===== src/hw/ufi_pkg.sv =====
// Purpose: shared constants and types for the uart fifo and interrupt core
// Assumes: 40 MHz sys_clk, 16x sample tick supplied from the baud divider
// Notes: register addresses follow the three-bit parallel bus map
package ufi_pkg;
    localparam logic [2:0] ADDR_DATA = 3'h0;
    localparam logic [2:0] ADDR_MASK = 3'h1;
    localparam logic [2:0] ADDR_QCTL = 3'h2;
    localparam int FIFO_DEPTH = 16;
    localparam int CNT_W = 5;
    localparam logic [4:0] DEPTH_FULL = 5'h10;
    localparam logic [3:0] START_MID = 4'h7;
    localparam logic [3:0] TICK_LAST = 4'hf;
    localparam logic [3:0] BITS_PER_CHAR = 4'h9;
    localparam logic [5:0] TIMEOUT_BITS = 6'h28;
    localparam logic [3:0] ISRC_LINE = 4'h6;
    localparam logic [3:0] ISRC_RXDATA = 4'h4;
    localparam logic [3:0] ISRC_TIMEOUT = 4'hc;
    localparam logic [3:0] ISRC_THRE = 4'h2;
    localparam logic [3:0] ISRC_MODEM = 4'h0;
    localparam logic [3:0] ISRC_NONE = 4'h1;
    localparam logic [3:0] MASK_RESET = 4'h0;
    localparam int MASK_RX = 0;
    localparam int MASK_THRE = 1;
    localparam int MASK_LINE = 2;
    localparam int MASK_MODEM = 3;
    localparam int QC_EN = 0;
    localparam int QC_RXFLUSH = 1;
    localparam int QC_TXFLUSH = 2;
    localparam int QC_MODE = 3;
    typedef struct packed {
        logic [1:0] trig;
        logic mode1;
        logic en;
    } ufi_qctl_t;
    localparam ufi_qctl_t QCTL_RESET = '{trig: 2'h0, mode1: 1'b0, en: 1'b0};
    typedef struct packed {
        logic rd;
        logic wr;
        logic [2:0] addr;
        logic [7:0] wdata;
    } ufi_bus_t;
    typedef enum logic [1:0] {RX_IDLE, RX_START, RX_DATA, RX_STOP} ufi_rx_state_t;
endpackage


===== src/hw/ufi_core.sv =====
// Purpose: host data path, 16-deep fifos, receive start check and interrupt status
// Assumes: bus strobes are one-cycle pulses; tick16 is a one-cycle 16x pulse
// Notes: line format fixed at 8n1; tx serialiser lives here as tx_shift_reg
//
// Operation
// - start bit rechecked at centre, else dropped
// - host write loads transmit byte if room
// - holding-empty flag set on last-byte transfer or tx flush
// - receive read returns oldest byte, pops it
// - mask register: four enables, upper bits zero
// - receive interrupt follows trigger level crossing
// - data ready set on store, cleared empty
// - polled status bits five and six reported, seven zero
// - mode 0 tx ready low while tx empty
// - mode 0 rx ready low while data held
// - mode 1 tx ready high full, low empty
// - mode 1 rx ready low trigger/timeout till empty
// - mode 1 interrupts at empty and trigger
// - trigger codes give 1, 4, 8, 14
// - tx flush empties fifo, self clears
// - rx flush empties fifo, self clears
// - control bits need enable bit in write
// - status read clears only top pending source
// - source codes encoded by priority
// - bit zero low while any enabled source pending
// - bits 7:6 show fifos enabled
// - enabled pending source drives interrupt pin
// - registers reachable only with divisor bit clear
module ufi_core
    import ufi_pkg::*;
(
    input wire logic sys_clk,
    input wire logic reset,
    input wire ufi_pkg::ufi_bus_t bus,
    input wire logic divisor_access,
    input wire logic tick16,
    input wire logic rx_line,
    input wire logic line_status_event,
    input wire logic modem_status_event,
    output logic [7:0] rdata,
    output logic tx_line,
    output logic irq,
    output logic tx_xfer_ready_n,
    output logic rx_xfer_ready_n,
    output logic [7:0] line_state_reg
);
    import ufi_pkg::*;

    function automatic logic [4:0] trig_level(input logic [1:0] code);
        case (code)
            2'h0: trig_level = 5'h01;
            2'h1: trig_level = 5'h04;
            2'h2: trig_level = 5'h08;
            default: trig_level = 5'h0e;
        endcase
    endfunction

    function automatic logic [3:0] ptr_inc(input logic [3:0] p);
        ptr_inc = p + 4'h1;
    endfunction

    logic [7:0] tx_mem [FIFO_DEPTH];
    logic [7:0] rx_mem [FIFO_DEPTH];
    logic [3:0] tx_rp_q, tx_wp_q, rx_rp_q, rx_wp_q;
    logic [4:0] tx_cnt_q, rx_cnt_q;
    logic [3:0] irq_mask_reg_q;
    ufi_qctl_t qctl_q;
    logic thre_pend_q, line_pend_q, modem_pend_q, timeout_q;
    logic [7:0] rdata_q, lsr_q;
    logic irq_q, txr_q, rxr_q;
    logic tx_line_q;
    logic [5:0] idle_bits_q;
    logic [3:0] idle_tick_q;

    // the normal register set hides while the divisor latch is open
    wire acc_ok = !divisor_access;
    wire wr_data = bus.wr && acc_ok && bus.addr == ADDR_DATA;
    wire rd_data = bus.rd && acc_ok && bus.addr == ADDR_DATA;
    wire wr_mask = bus.wr && acc_ok && bus.addr == ADDR_MASK;
    wire wr_qctl = bus.wr && acc_ok && bus.addr == ADDR_QCTL;
    wire rd_isrc = bus.rd && acc_ok && bus.addr == ADDR_QCTL;
    wire qctl_take = wr_qctl && bus.wdata[QC_EN];
    wire tx_flush = qctl_take && bus.wdata[QC_TXFLUSH];
    wire rx_flush = qctl_take && bus.wdata[QC_RXFLUSH];
    // without fifos the holding register acts as a one-deep queue
    wire [4:0] cap = qctl_q.en ? DEPTH_FULL : 5'h01;
    wire tx_full = tx_cnt_q >= cap;
    wire rx_full = rx_cnt_q >= cap;
    wire tx_empty = tx_cnt_q == 5'h00;
    wire rx_empty = rx_cnt_q == 5'h00;

    // transmit serialiser
    logic [9:0] tx_shift_reg_q;
    logic [3:0] tx_bits_q, tx_tick_q;
    wire tx_busy = tx_bits_q != 4'h0;
    wire tx_load = !tx_busy && !tx_empty && !tx_flush;
    wire tx_push = wr_data && !tx_full;
    wire tx_bit_end = tx_busy && tick16 && tx_tick_q == TICK_LAST;

    // receive deserialiser
    ufi_rx_state_t rx_st_q;
    logic [3:0] rx_tick_q, rx_bit_q;
    logic [7:0] rx_shift_reg_q;
    logic rx_line_q;
    wire rx_fall = rx_line_q && !rx_line;
    wire rx_mid = tick16 && rx_tick_q == START_MID;
    wire rx_sample = tick16 && rx_tick_q == TICK_LAST;
    wire rx_done = rx_st_q == RX_STOP && rx_sample;
    // a full fifo drops the new character; stored bytes stay intact
    wire rx_push = rx_done && rx_line && !rx_full && !rx_flush;
    wire rx_pop = rd_data && !rx_empty && !rx_flush;

    wire [4:0] trig = trig_level(qctl_q.trig);
    wire rx_trig = qctl_q.en ? (rx_cnt_q >= trig) : !rx_empty;
    wire rx_pend = rx_trig || timeout_q;
    wire [3:0] pend_code = (line_pend_q && irq_mask_reg_q[MASK_LINE]) ? ISRC_LINE :
        (timeout_q && irq_mask_reg_q[MASK_RX]) ? ISRC_TIMEOUT :
        (rx_trig && irq_mask_reg_q[MASK_RX]) ? ISRC_RXDATA :
        (thre_pend_q && irq_mask_reg_q[MASK_THRE]) ? ISRC_THRE :
        (modem_pend_q && irq_mask_reg_q[MASK_MODEM]) ? ISRC_MODEM : ISRC_NONE;
    wire [7:0] isrc_val = {{2{qctl_q.en}}, 2'h0, pend_code};
    wire [7:0] rd_mux = rd_data ? (rx_empty ? 8'h00 : rx_mem[rx_rp_q]) :
        (bus.addr == ADDR_MASK) ? {4'h0, irq_mask_reg_q} : isrc_val;
    wire tx_all_empty = tx_empty && !tx_busy;
    wire [7:0] lsr_val = {1'b0, tx_all_empty, tx_empty, 4'h0, !rx_empty};
    wire txr_d = qctl_q.mode1 && qctl_q.en ? (tx_full ? 1'b1 : tx_empty ? 1'b0 : txr_q)
        : !tx_empty;
    wire rxr_d = qctl_q.mode1 && qctl_q.en ?
        (rx_pend ? 1'b0 : rx_empty ? 1'b1 : rxr_q) : rx_empty;
    wire idle_char = tick16 && idle_tick_q == TICK_LAST && idle_bits_q == TIMEOUT_BITS;

    always_ff @(posedge sys_clk) begin
        if (reset) begin
            tx_rp_q <= 4'h0;
            tx_wp_q <= 4'h0;
            tx_cnt_q <= 5'h00;
        end else if (tx_flush) begin
            tx_rp_q <= 4'h0;
            tx_wp_q <= 4'h0;
            tx_cnt_q <= 5'h00;
        end else begin
            if (tx_push) tx_wp_q <= ptr_inc(tx_wp_q);
            if (tx_load) tx_rp_q <= ptr_inc(tx_rp_q);
            tx_cnt_q <= tx_cnt_q + {4'h0, tx_push} - {4'h0, tx_load};
        end
    end
    always_ff @(posedge sys_clk) begin
        if (tx_push) tx_mem[tx_wp_q] <= bus.wdata;
        if (rx_push) rx_mem[rx_wp_q] <= rx_shift_reg_q;
    end

    always_ff @(posedge sys_clk) begin
        if (reset) begin
            tx_shift_reg_q <= 10'h3ff;
            tx_bits_q <= 4'h0;
            tx_tick_q <= 4'h0;
        end else if (tx_load) begin
            tx_shift_reg_q <= {1'b1, tx_mem[tx_rp_q], 1'b0};
            tx_bits_q <= BITS_PER_CHAR + 4'h1;
            tx_tick_q <= 4'h0;
        end else if (tx_busy && tick16) begin
            tx_tick_q <= tx_tick_q + 4'h1;
            if (tx_bit_end) begin
                tx_shift_reg_q <= {1'b1, tx_shift_reg_q[9:1]};
                tx_bits_q <= tx_bits_q - 4'h1;
            end
        end
    end

    always_ff @(posedge sys_clk) begin
        if (reset) begin
            rx_st_q <= RX_IDLE;
            rx_tick_q <= 4'h0;
            rx_bit_q <= 4'h0;
            rx_shift_reg_q <= 8'h00;
            rx_line_q <= 1'b1;
        end else begin
            rx_line_q <= rx_line;
            if (tick16) rx_tick_q <= rx_tick_q + 4'h1;
            case (rx_st_q)
                RX_IDLE: if (rx_fall) begin
                    rx_st_q <= RX_START;
                    rx_tick_q <= 4'h0;
                end
                RX_START: if (rx_mid) begin
                    rx_st_q <= rx_line ? RX_IDLE : RX_DATA;
                    rx_tick_q <= 4'h0;
                    rx_bit_q <= 4'h0;
                end
                RX_DATA: if (rx_sample) begin
                    rx_shift_reg_q <= {rx_line, rx_shift_reg_q[7:1]};
                    rx_bit_q <= rx_bit_q + 4'h1;
                    if (rx_bit_q == 4'h7) rx_st_q <= RX_STOP;
                end
                RX_STOP: if (rx_sample) rx_st_q <= RX_IDLE;
                default: rx_st_q <= RX_IDLE;
            endcase
        end
    end

    always_ff @(posedge sys_clk) begin
        if (reset || rx_flush) begin
            rx_rp_q <= 4'h0;
            rx_wp_q <= 4'h0;
            rx_cnt_q <= 5'h00;
        end else begin
            if (rx_push) rx_wp_q <= ptr_inc(rx_wp_q);
            if (rx_pop) rx_rp_q <= ptr_inc(rx_rp_q);
            rx_cnt_q <= rx_cnt_q + {4'h0, rx_push} - {4'h0, rx_pop};
        end
    end

    // timeout counts idle bit times; any push or pop restarts it
    always_ff @(posedge sys_clk) begin
        if (reset || rx_push || rx_pop || rx_empty || rx_trig) begin
            idle_bits_q <= 6'h00;
            idle_tick_q <= 4'h0;
            timeout_q <= 1'b0;
        end else if (qctl_q.en && tick16) begin
            idle_tick_q <= idle_tick_q + 4'h1;
            if (idle_tick_q == TICK_LAST && idle_bits_q != TIMEOUT_BITS)
                idle_bits_q <= idle_bits_q + 6'h01;
            if (idle_char) timeout_q <= 1'b1;
        end
    end

    always_ff @(posedge sys_clk) begin
        if (reset) begin
            irq_mask_reg_q <= MASK_RESET;
            qctl_q <= QCTL_RESET;
        end else begin
            if (wr_mask) irq_mask_reg_q <= bus.wdata[3:0];
            if (wr_qctl) begin
                qctl_q.en <= bus.wdata[QC_EN];
                if (qctl_take) begin
                    qctl_q.mode1 <= bus.wdata[QC_MODE];
                    qctl_q.trig <= bus.wdata[7:6];
                end
            end
        end
    end

    // set beats the read clear: a new event in the read cycle survives
    always_ff @(posedge sys_clk) begin
        if (reset) begin
            thre_pend_q <= 1'b1;
            line_pend_q <= 1'b0;
            modem_pend_q <= 1'b0;
        end else begin
            // set when the last fifo byte moves to the shifter or on a tx flush
            if (tx_load && tx_cnt_q == 5'h01 || tx_flush) thre_pend_q <= 1'b1;
            else if (tx_push) thre_pend_q <= 1'b0;
            else if (rd_isrc && pend_code == ISRC_THRE) thre_pend_q <= 1'b0;
            if (line_status_event) line_pend_q <= 1'b1;
            else if (rd_isrc && pend_code == ISRC_LINE) line_pend_q <= 1'b0;
            if (modem_status_event) modem_pend_q <= 1'b1;
            else if (rd_isrc && pend_code == ISRC_MODEM) modem_pend_q <= 1'b0;
        end
    end

    always_ff @(posedge sys_clk) begin
        if (reset) begin
            rdata_q <= 8'h00;
            lsr_q <= 8'h60;
            irq_q <= 1'b0;
            txr_q <= 1'b0;
            rxr_q <= 1'b1;
            tx_line_q <= 1'b1;
        end else begin
            if (bus.rd && acc_ok) rdata_q <= rd_mux;
            lsr_q <= lsr_val;
            irq_q <= pend_code != ISRC_NONE;
            txr_q <= txr_d;
            rxr_q <= rxr_d;
            tx_line_q <= tx_busy ? tx_shift_reg_q[0] : 1'b1;
        end
    end

    assign rdata = rdata_q;
    assign tx_line = tx_line_q;
    assign irq = irq_q;
    assign tx_xfer_ready_n = txr_q;
    assign rx_xfer_ready_n = rxr_q;
    assign line_state_reg = lsr_q;
endmodule


===== config.mk =====
export PLATFORM = sky130hd
export DESIGN_NAME = ufi_core
export DESIGN_NICKNAME = d
export VERILOG_FILES = /design/src/hw/ufi_pkg.sv /design/src/hw/ufi_core.sv
export SDC_FILE = /design/constraint.sdc
export NUM_CORES = 1
export LEC_CHECK = 0
export ABC_AREA = 1
export ABC_CLOCK_PERIOD_IN_PS = 4000
export BUFFER_PORTS_ARGS = -buffer_cell sky130_fd_sc_hd__buf_2
export CORE_MARGIN = 2
export CORE_UTILIZATION = 62
export CTS_CLUSTER_DIAMETER = 100
export DETAILED_ROUTE_END_ITERATION = 7
export HOLD_SLACK_MARGIN = 0.02
export PLACE_DENSITY_LB_ADDON = 0.15
export SYNTH_ARGS = -nofsm -noshare
export SYNTH_HDL_FRONTEND = slang
export SYNTH_SLANG_ARGS = --single-unit

===== constraint.sdc =====
create_clock -name sys_clk -period 4 [get_ports sys_clk]
set_clock_uncertainty 0.2 [all_clocks]
set_input_delay 0.6 -clock sys_clk [delete_from_list [all_inputs] [get_ports sys_clk]]
set_output_delay 0.6 -clock sys_clk [all_outputs]
set_load 0.05 [all_outputs]

==> key figures, run 1 <==
Placement
  • Final RePlAce weighted congestion: 0.822
  • Detailed Place HPWL: 21600 um
  • Cell Area, Placed: 0.0159 sq mm
  • Inst Count DP: 1787
  • I/O Buffers: 34
  • Setup WS pre-CTS: 0.599 ns

Synth
  • Post-synth top area cell: edfxtp_1
  • Synth warnings: 0
  • EDFF count, synth: 256
  • Synth Area in Adders: 3.58%
  • Top_reg_cell synth: edfxtp_1
  • Syn Area/Cell: 10.5 sq um
  • Post-synthesis async set-or-reset flop share: 0%
  • Synth cell count leaders: edfxtp_1, nor2_1, o21ai_0
  • Xor/xnor share of the synthesized area: 0.624%
  • Compound-Gate Fraction of Synth Area: 11.8%
  • Cell count after synthesis: 1466
  • Synth cell types: 53
  • Mux share of post-synthesis cell area: 0%
  • Synth Cell Area: 0.0155 sq mm
  • Ranking of synthesized cells by area: edfxtp_1, dfxtp_1, nor2_1
  • Simple-gate share of the synthesized area: 15.2%
  • Seq cells post-synth: 363
  • Top-area cell type share of the netlist area: 49.8%
  • Most frequent cell after synthesis: edfxtp_1
  • Largest family of logic cells by synthesized area: simple AND/OR/NAND/NOR gates
  • Sequential area share after synthesis: 63.6%

Layout
  • Layout cells sized above 1: 9.95%
  • Non-Filler Instances: 1852
  • Diode count: 0
  • Final instance area: 0.0170 sq mm
  • Largest regs: rx_mem (128), tx_mem (128), tx_shift_reg_q (9)
  • Final-layout fill cell count: 1785
  • Fin nets: 1564
  • Area Growth Syn to Fin: 9.81%

Critical path
  • Crit-path cells: inv_1, ha_1, nand3_2, inv_1, nand2_1, a21oi_2, ha_1, inv_1, ha_1, fa_1, nand2_1, a21oi_1, nor2_1, or2_2, a21oi_1
  • Setup CP Type: reg2reg
  • Worst EP required: 4.22 ns
  • Worst setup SP type: register
  • CP Max Fanout: 13
  • Worst path arrival time: 3.40 ns
  • CP endpoint kind: register
  • Slowest-stage cell, CP: a21oi_2
  • CP max stage delay: 0.48 ns

Power
  • Switching share of power: 28.5%
  • Clock Power Share: 34.8%
  • Power after layout: 0.00897 W
  • Peak VDD IR: 0.374 mV
  • P_leak: 6.34 nW
  • Logic pwr share: 17.8%
  • Net Switching: 0.00255 W
  • Internal: 0.00642 W
  • Sequential share of power: 47.3%
  • PD cells: 529 mW/mm^2

Global routing
  • GRT overflow: 0
  • Largest net degree at the start of global routing: 66
  • Vias in the first global route: 10100
  • First-pass GRT wire length: 53500 um
  • GRT Util Overall: 26.2%
  • Initial antenna violation count: 0

Clock tree
  • CTS clk-pin slew, worst paths: 0.06 ns
  • Clock Tree Root: clkbuf_16
  • Total CTS buffers: 36
  • Cts hold-fix bufs: 0
  • CTS sink cnt: 363
  • Max clock buf depth: 3
  • Maximum level of the CTS H-tree: 2
  • Clock Latency Late Sink: 0.51 ns
  • Post-CTS Setup Bufs: 0
  • CTS-repair resized insts: 0
  • TritonCTS clock tree: yes

Detailed routing
  • Remaining antenna violation count: 0
  • DRT iter0 DRCs: 1011
  • Number of vias per cell: 5.82
  • Routed WL: 34100 um
  • DR WL/cell: 18.4 um
  • Via Count: 10800
  • Residual DRC count: 0
  • Number of iterations in the first detailed-routing pass: 5

Timing
  • Setup TNS: 0 ns
  • Fmax: 315 MHz
  • Min Clock Period, post-route: 3.18 ns
  • Relative slew slack: 41.9%
  • Final setup violating endpoints: 0
  • Final Slew Violations: 0
  • Final worst path period share: 79.5%
  • Final hold vios: 0
  • RSZ-0062 raised after global routing: false
  • Least-Margin Pin Slew: 0.868 ns
  • Final setup margin: 0.821 ns

Die
  • Row cnt: 57
  • I/O pin count: 40
  • Core ar.: 0.0244 sq mm
  • Die ar.: 0.0262 sq mm
  • Starting Density: 63.3%
  • Chip width: 162 um
  • Chip height: 162 um

Hold path
  • HP Class: in2reg

Run status
  • Status: complete, no violations

Flow run
  • Maxcap violations: 0
## worst max-delay path, delay by kind of cell, from the launching register on
| kind | cells | cell delay [ns] |
|---|---|---|
| compound gates | 3 | 0.72 |
| fa+ha+maj | 4 | 0.92 |
| buf+inv | 3 | 0.26 |
| flops | 1 | 0.31 |
| simple gates | 5 | 0.67 |
## stage by stage
step / utilization, % / hold WS (ns)
4_1_cts: 69.6 / 0.0948
3_3_place_gp: 65.1 / 0.252
5_1_grt: 69.6 / 0.125
2_1_floorplan: - / 0.216
6_report: 69.6 / 0.114
3_5_place_dp: 65.1 / 0.258
## power groups by stage
stage	clock network [W]	logic [W]	registers [W]
global route	0.00330	0.00183	0.00426
finish	0.00312	0.00160	0.00425
detailed placement	0	0.00158	0.00432
global placement	0	0.00155	0.00432
floorplan	0	0.00120	0.00433
CTS	0.00316	0.00160	0.00425
## worst paths after layout
path	startpoint	to	slack (ns)	cells past startpoint
worst max-delay path	tx_bits_q[0]	tx_cnt_q[4]	0.82	15
worst min-delay path	line_status_event	line_pend_q	0.11	3
worst max register to register	tx_bits_q[0]	tx_cnt_q[4]	0.82	15
worst min register to register	tx_bits_q[0]	tx_bits_q[0]	0.26	2
## metal layers
metal	track usage, %	part of all wire [%]
met1	39.6	45
met2	40.2	46
met3	3.78	7.8
met4	7.52	1.9
met5	0	0
## cell families (layout without fill, tap and decap cells)
| group | count (synthesis) | after routing |
|---|---|---|
| buf+inv | 182 | 240 |
| xor+xnor | 11 | 11 |
| other cells | 1 | 5 |
| compound gates | 328 | 328 |
| fa+ha+maj | 43 | 43 |
| flops | 363 | 363 |
| simple gates | 538 | 538 |
## area by class of cell
class / count / area [sq um] / area share (%)
clock inverter: 15 / 98.8 / 0.583
sequential: 363 / 9830 / 58.0
tap: 324 / 405 / 2.39
inverter: 116 / 440 / 2.60
timing repair buffer: 59 / 358 / 2.11
multi-input combinational: 925 / 4850 / 28.6
clock buffer: 50 / 985 / 5.80
## cells in the final DEF (no fill, tap or decap), types with 4 or more instances in the layout
cell,count
a21oi_1,77
clkbuf_16,37
clkbuf_1,12
dfxtp_1,104
nand2_2,4
nand4_1,11
clkinv_1,8
or2_2,5
nor3_1,12
nor3b_2,4
nand3_2,5
nor2_4,4
edfxtp_1,256
inv_1,106
buf_2,34
o211ai_1,35
nand3_1,53
a31oi_1,6
nor2_1,247
nor3b_1,4
xor2_1,8
clkinv_2,5
conb_1,5
nor2_2,6
nand2_1,171
o31ai_1,6
ha_1,41
o22ai_1,10
buf_4,25
o21ai_0,173
o221ai_1,5
inv_2,7
Power figures use the tool's default switching activity.
==> run 2: changes to the inputs <==
- ABC_CLOCK_PERIOD_IN_PS: 4000 -> 3300
- clock period: 4 -> 3.3 ns (I/O delays scaled with it)
==> run 2 against run 1 <==
  * Via count is 1.2% higher
  * Hold slack worse by 0.031 ns
  * Design area is 2.2% higher
  * Maximum frequency is 5.3% higher
  * Sequential power is 22% higher
  * Flip-flop and latch count stayed put
  * First-iteration DRC count is 7.7% higher
  * Clock power is 34% higher
  * Die area stayed put
  * Critical path depth is 3 higher
  * Worst setup slack worse by 0.54 ns
  * Critical endpoint is now rx_cnt_q[4]
  * Largest cell class unchanged
==> key figures, run 2 (same netlist as run 1, synthesis figures left out) <==
Die
  • Starting Density: 63.3%
  • Die ar.: 0.0262 sq mm
  • Row cnt: 57
  • I/O pin count: 40
  • Chip height: 162 um
  • Chip width: 162 um
  • Core ar.: 0.0244 sq mm

Critical path
  • CP Max Fanout: 5
  • Slowest-stage cell, CP: fa_1
  • CP max stage delay: 0.39 ns
  • Worst setup SP type: register
  • CP endpoint kind: register
  • Worst EP required: 3.49 ns
  • Worst path arrival time: 3.21 ns
  • Setup CP Type: reg2reg
  • Crit-path cells: ha_1, nand3_4, nor2_4, inv_2, nor4_4, nand3_2, ha_1, inv_1, ha_1, inv_1, fa_1, inv_1, a21oi_1, nor2_1, nor2_1, xor2_1, inv_1, nor2_1
  • Most common cell on crit path: inv_1

Detailed routing
  • DR WL/cell: 18.4 um
  • Routed WL: 34600 um
  • Residual DRC count: 0
  • Number of vias per cell: 5.80
  • Via Count: 10900
  • DRT iter0 DRCs: 1089
  • Remaining antenna violation count: 0
  • Number of iterations in the first detailed-routing pass: 5

Timing
  • Final setup violating endpoints: 0
  • Relative slew slack: 43.5%
  • Fmax: 331 MHz
  • Min Clock Period, post-route: 3.02 ns
  • Least-Margin Pin Slew: 0.844 ns
  • Final Slew Violations: 0
  • RSZ-0062 raised after global routing: false
  • Final hold vios: 0
  • Setup TNS: 0 ns
  • Final worst path period share: 91.4%

Clock tree
  • CTS-repair resized insts: 0
  • CTS sink cnt: 363
  • Maximum level of the CTS H-tree: 2
  • Clock Latency Late Sink: 0.54 ns
  • TritonCTS clock tree: yes
  • Max clock buf depth: 3
  • CTS clk-pin slew, worst paths: 0.06 ns
  • Total CTS buffers: 38
  • Post-CTS Setup Bufs: 0
  • Clock Tree Root: clkbuf_16

Global routing
  • Initial antenna violation count: 0
  • Largest net degree at the start of global routing: 65
  • GRT overflow: 0
  • First-pass GRT wire length: 54500 um
  • Vias in the first global route: 10400
  • GRT Util Overall: 26.5%

Layout
  • Final-layout fill cell count: 1763
  • Fin nets: 1590
  • Final instance area: 0.0173 sq mm
  • Most common cell after layout, fill and taps aside: edfxtp_1
  • Diode count: 0
  • Commonest cells after routing, fill and taps aside: edfxtp_1, nor2_1, o21ai_0
  • Largest regs: rx_mem (128), tx_mem (128), tx_shift_reg_q (9)
  • Post-layout util: 71.1%
  • Area Growth Syn to Fin: 12.2%
  • Layout cells sized above 1: 11.9%

Flow run
  • Maxcap violations: 0

Power
  • P_leak: 6.49 nW
  • PD cells: 653 mW/mm^2
  • Peak VDD IR: 0.566 mV

Placement
  • I/O Buffers: 34
  • Detailed Place HPWL: 21900 um
  • Cell Area, Placed: 0.0161 sq mm
  • Final RePlAce weighted congestion: 0.884

Hold path
  • HP Class: in2reg

Run status
  • Status: complete, no violations
[run 2: metal layers]
metal / track usage, % / vias up / routed length, um
met2: 42.1 / 447 / 15800
met4: 6.96 / 0 / 648
li1: - / 5207 / -
met5: 0 / - / 0
met1: 38.2 / 5195 / 15200
met3: 4.83 / 55 / 2890
[run 2: final timing paths]
kind / from / end / slack (ns) / cells past startpoint
min reg2reg: modem_pend_q / modem_pend_q / 0.27 / 2
max: rx_tick_q[0] / rx_cnt_q[4] / 0.28 / 18
max reg2reg: rx_tick_q[0] / rx_cnt_q[4] / 0.28 / 18
min: rx_line / rx_line_q / 0.08 / 3
[run 2: where the power goes]
group          leakage [nW]  total (W)  switching [W]  internal, W
clock                 0.607    0.00419        0.00171      0.00248
sequential             3.40    0.00518       0.000179      0.00500
combinational          2.48    0.00195        0.00132     0.000636
total                  6.49     0.0113        0.00321      0.00811
[run 2: what timing repair did]
item	CTS	global route
hold buffers	2	0
hold endpoints to repair	2	0
endpoints found under the setup margin	0	0
[run 2: layout make-up]
cell class | instances | area [sq um] | share of cell area (%)
Tap cell | 324 | 405 | 2.34
Multi-Input combinational cell | 925 | 4850 | 28.0
Sequential cell | 363 | 9830 | 56.7
Clock inverter | 17 | 154 | 0.888
Inverter | 116 | 440 | 2.54
Timing Repair Buffer | 83 | 568 | 3.28
Clock buffer | 53 | 1090 | 6.29
[run 2: metrics by stage]
stage / power (W) / instances / hold slack [ns] / setup slack, ns
final: 0.0113 / 1881 / 0.0829 / 0.282
after global routing: 0.0118 / 1881 / 0.0886 / 0.0504
after CTS: 0.0114 / 1881 / 0.0815 / 0.296
after detailed placement: 0.00719 / 1809 / 0.258 / 0.276
after global placement: 0.00714 / 1809 / 0.252 / 0.313
after floorplan: 0.00671 / 1470 / 0.216 / 0.418
[run 2: worst max-delay path, delay by kind of cell (launching register included)]
| family | cells | cell delay [ns] |
|---|---|---|
| XOR/XNOR | 1 | 0.13 |
| buffers and inverters | 5 | 0.32 |
| AND/OR/NAND/NOR | 7 | 0.70 |
| adder cells (fa/ha/maj) | 4 | 1.09 |
| flip-flops | 1 | 0.38 |
| AO/OA/AOI/OAI | 1 | 0.06 |
==> run 3: changes to the inputs <==
- ABC_AREA: 1 -> 0
==> run 3 against run 2 <==
  * Power shrank 4.8%
  * Wire length shrank 14%
  * Clock power is essentially flat
  * Synthesized cell count shrank 32%
  * Design area shrank 1.1%
  * Die area shrank 3.9%
  * Register-to-register slack lost 0.19 ns
  * Non-clock buffer count grew 30
  * Worst setup slack lost 0.19 ns
==> key figures, run 3 <==
Run status
  • Status: complete, no violations

Synth
  • Most frequent cell after synthesis: edfxtp_1
  • Syn Area/Cell: 14.8 sq um
  • Top_reg_cell synth: edfxtp_1
  • Sequential area share after synthesis: 66.3%
  • Top-area cell type share of the netlist area: 51.8%
  • Synth warnings: 0
  • Synth Cell Area: 0.0148 sq mm
  • Cell count after synthesis: 1001
  • Ranking of synthesized cells by area: edfxtp_1, dfxtp_1, mux4_2
  • Post-synthesis async set-or-reset flop share: 0%
  • Synth cell types: 57
  • Synth cell count leaders: edfxtp_1, nor2_1, dfxtp_1
  • Seq cells post-synth: 363
  • Post-synth top area cell: edfxtp_1
  • EDFF count, synth: 256

Placement
  • Detailed Place HPWL: 19900 um
  • Inst Count DP: 1386
  • Final RePlAce weighted congestion: 0.840
  • I/O Buffers: 34

Layout
  • Fin nets: 1174
  • Largest regs: rx_mem (128), tx_mem (128), tx_shift_reg_q (9)
  • Final-layout fill cell count: 1493
  • Commonest cells after routing, fill and taps aside: edfxtp_1, nor2_1, dfxtp_1
  • Area Growth Syn to Fin: 15.6%
  • Most common cell after layout, fill and taps aside: edfxtp_1
  • Non-Filler Instances: 1459
  • Layout cells sized above 1: 23.5%
  • Diode count: 0

Detailed routing
  • Number of vias per cell: 5.81
  • Remaining antenna violation count: 0
  • DRT iter0 DRCs: 718
  • Routed WL: 29900 um
  • Number of iterations in the first detailed-routing pass: 5
  • Via Count: 8476
  • Residual DRC count: 0
  • DR WL/cell: 20.5 um

Hold path
  • HP Class: in2reg
  • Hold Crit Endpoint: rx_line_q
  • Min-delay src: rx_line
  • Hold depth: 3

Critical path
  • Crit-path cells: ha_4, nand4_1, or4b_4, a211oi_4, inv_2, ha_4, inv_2, ha_4, inv_2, fa_2, nor2_2, nor2_1, nor2_1, or3_1, a21oi_2
  • FF-to-FF setup slack: 0.09 ns
  • Setup CP Type: reg2reg
  • CP endpoint kind: register
  • RR Endpoint: rx_cnt_q[4]
  • Slowest-stage cell, CP: or4b_4
  • CP max stage delay: 0.54 ns
  • Reg2reg start: rx_tick_q[1]
  • CP Max Fanout: 4
  • Worst EP required: 3.55 ns
  • Worst setup SP type: register
  • Worst path arrival time: 3.45 ns
  • Reg2Reg Depth: 15

Die
  • Die ar.: 0.0252 sq mm
  • Row cnt: 56
  • Starting Density: 63.2%
  • Chip height: 159 um
  • Chip width: 159 um
  • Core ar.: 0.0235 sq mm
  • I/O pin count: 40

Timing
  • Hold_ws: 0.0569 ns
  • Final Slew Violations: 0
  • Setup TNS: 0 ns
  • Final setup violating endpoints: 0
  • Final worst path period share: 97.2%
  • Final hold vios: 0
  • Least-Margin Pin Slew: 0.809 ns
  • Fmax: 312 MHz
  • Min Clock Period, post-route: 3.21 ns
  • RSZ-0062 raised after global routing: true
  • Relative slew slack: 46.0%

Global routing
  • First-pass GRT wire length: 46200 um
  • GRT overflow: 0
  • GRT Util Overall: 24.6%
  • Initial antenna violation count: 0
  • Vias in the first global route: 8453
  • Largest net degree at the start of global routing: 35

Clock tree
  • Clock Tree Root: clkbuf_16
  • Total CTS buffers: 37
  • Clock Latency Late Sink: 0.52 ns
  • Maximum level of the CTS H-tree: 2
  • CTS sink cnt: 363
  • TritonCTS clock tree: yes
  • Max clock buf depth: 3
  • CTS clk-pin slew, worst paths: 0.06 ns

Power
  • PD cells: 629 mW/mm^2
  • Peak VDD IR: 0.441 mV
  • P_leak: 6.19 nW

Flow run
  • Maxcap violations: 0
run 3: cell types whose count changed after synthesis, sizes merged, moves of 44 or more:
cell | before | now
o21ai | 176 | 20
nor2 | 257 | 124
nand2 | 176 | 50
inv | 115 | 37
mux4 | 0 | 64
nand3 | 59 | 13
a21oi | 78 | 34
run 3: area by class of cell:
cell class,instances,area [sq um],area share (%)
inverters,37,141,0.825
multi-input cells,559,4760,27.7
flip-flops and latches,363,9840,57.4
repair buffers,113,768,4.48
clock buffers,60,1160,6.78
clock inverters,8,76.3,0.445
well taps,319,399,2.33
run 3: worst max path at each step:
stage | startpoint | to | slack [ns] | cells after the start
2_1_floorplan | isrc_val[6] | tx_cnt_q[4] | 0.03 | 14
3_3_place_gp | tick16 | rx_cnt_q[4] | 0.05 | 15
3_5_place_dp | bus[10] | rx_cnt_q[4] | -0.02 | 16
4_1_cts | rx_tick_q[1] | rx_cnt_q[4] | 0.03 | 15
5_1_grt | rx_tick_q[1] | rx_cnt_q[4] | -0.04 | 15
6_report | rx_tick_q[1] | rx_cnt_q[4] | 0.09 | 15
run 3: per-layer routing:
layer	track usage [%]	up-vias	share of wire, %	wire length [um]
li1	-	3958	-	-
met1	31.9	4206	41	12100
met2	42.3	245	51	15200
met3	4.27	67	5.5	1660
met4	8.71	0	3.1	924
met5	0	-	0	0
run 3: cell families after synthesis:
group                      count (synthesis)  synth area share [%]
DFF                                      363                  66.3
and+or+nand+nor                          267                  8.37
muxes                                    108                  12.7
AOI/OAI and AO/OA                        103                  4.58
buffers and inverters                     83                  2.35
adders and majority gates                 43                  3.73
xor gates and xnor gates                  33                  1.95
other                                      1                0.0253
run 3: through the flow:
stage | area, sq um | setup WS [ns] | utilization [%] | total power, W
2_1_floorplan | 14900 | 0.0293 | - | 0.00626
3_3_place_gp | 15800 | 0.0539 | 67.2 | 0.00662
3_5_place_dp | 15800 | -0.0198 | 67.2 | 0.00665
4_1_cts | 17000 | 0.0346 | 72.6 | 0.0108
5_1_grt | 17100 | -0.0433 | 73.0 | 0.0112
6_report | 17100 | 0.0924 | 73.0 | 0.0108
run 3: repair_timing:
action / CTS / global route
hold buffers: 2 / 0
resized for setup: 1 / 25
endpoints found under the setup margin: 1 / 3
endpoints found under the hold margin: 2 / 0
pin swaps: 1 / 13
buffers inserted: 0 / 3
run 3: worst max-delay path: cells and delay by family, from the launching register on:
| kind | cells | cell delay (ns) |
|---|---|---|
| adders and majority gates | 4 | 0.77 |
| and+or+nand+nor | 6 | 1.23 |
| DFF | 1 | 0.36 |
| AOI/OAI and AO/OA | 2 | 0.38 |
| buffers and inverters | 3 | 0.20 |
run 3: power breakdown:
group / switching, W / internal, W
registers: 0.000168 / 0.00501
logic: 0.000789 / 0.000655
clock network: 0.00166 / 0.00250
total: 0.00261 / 0.00817
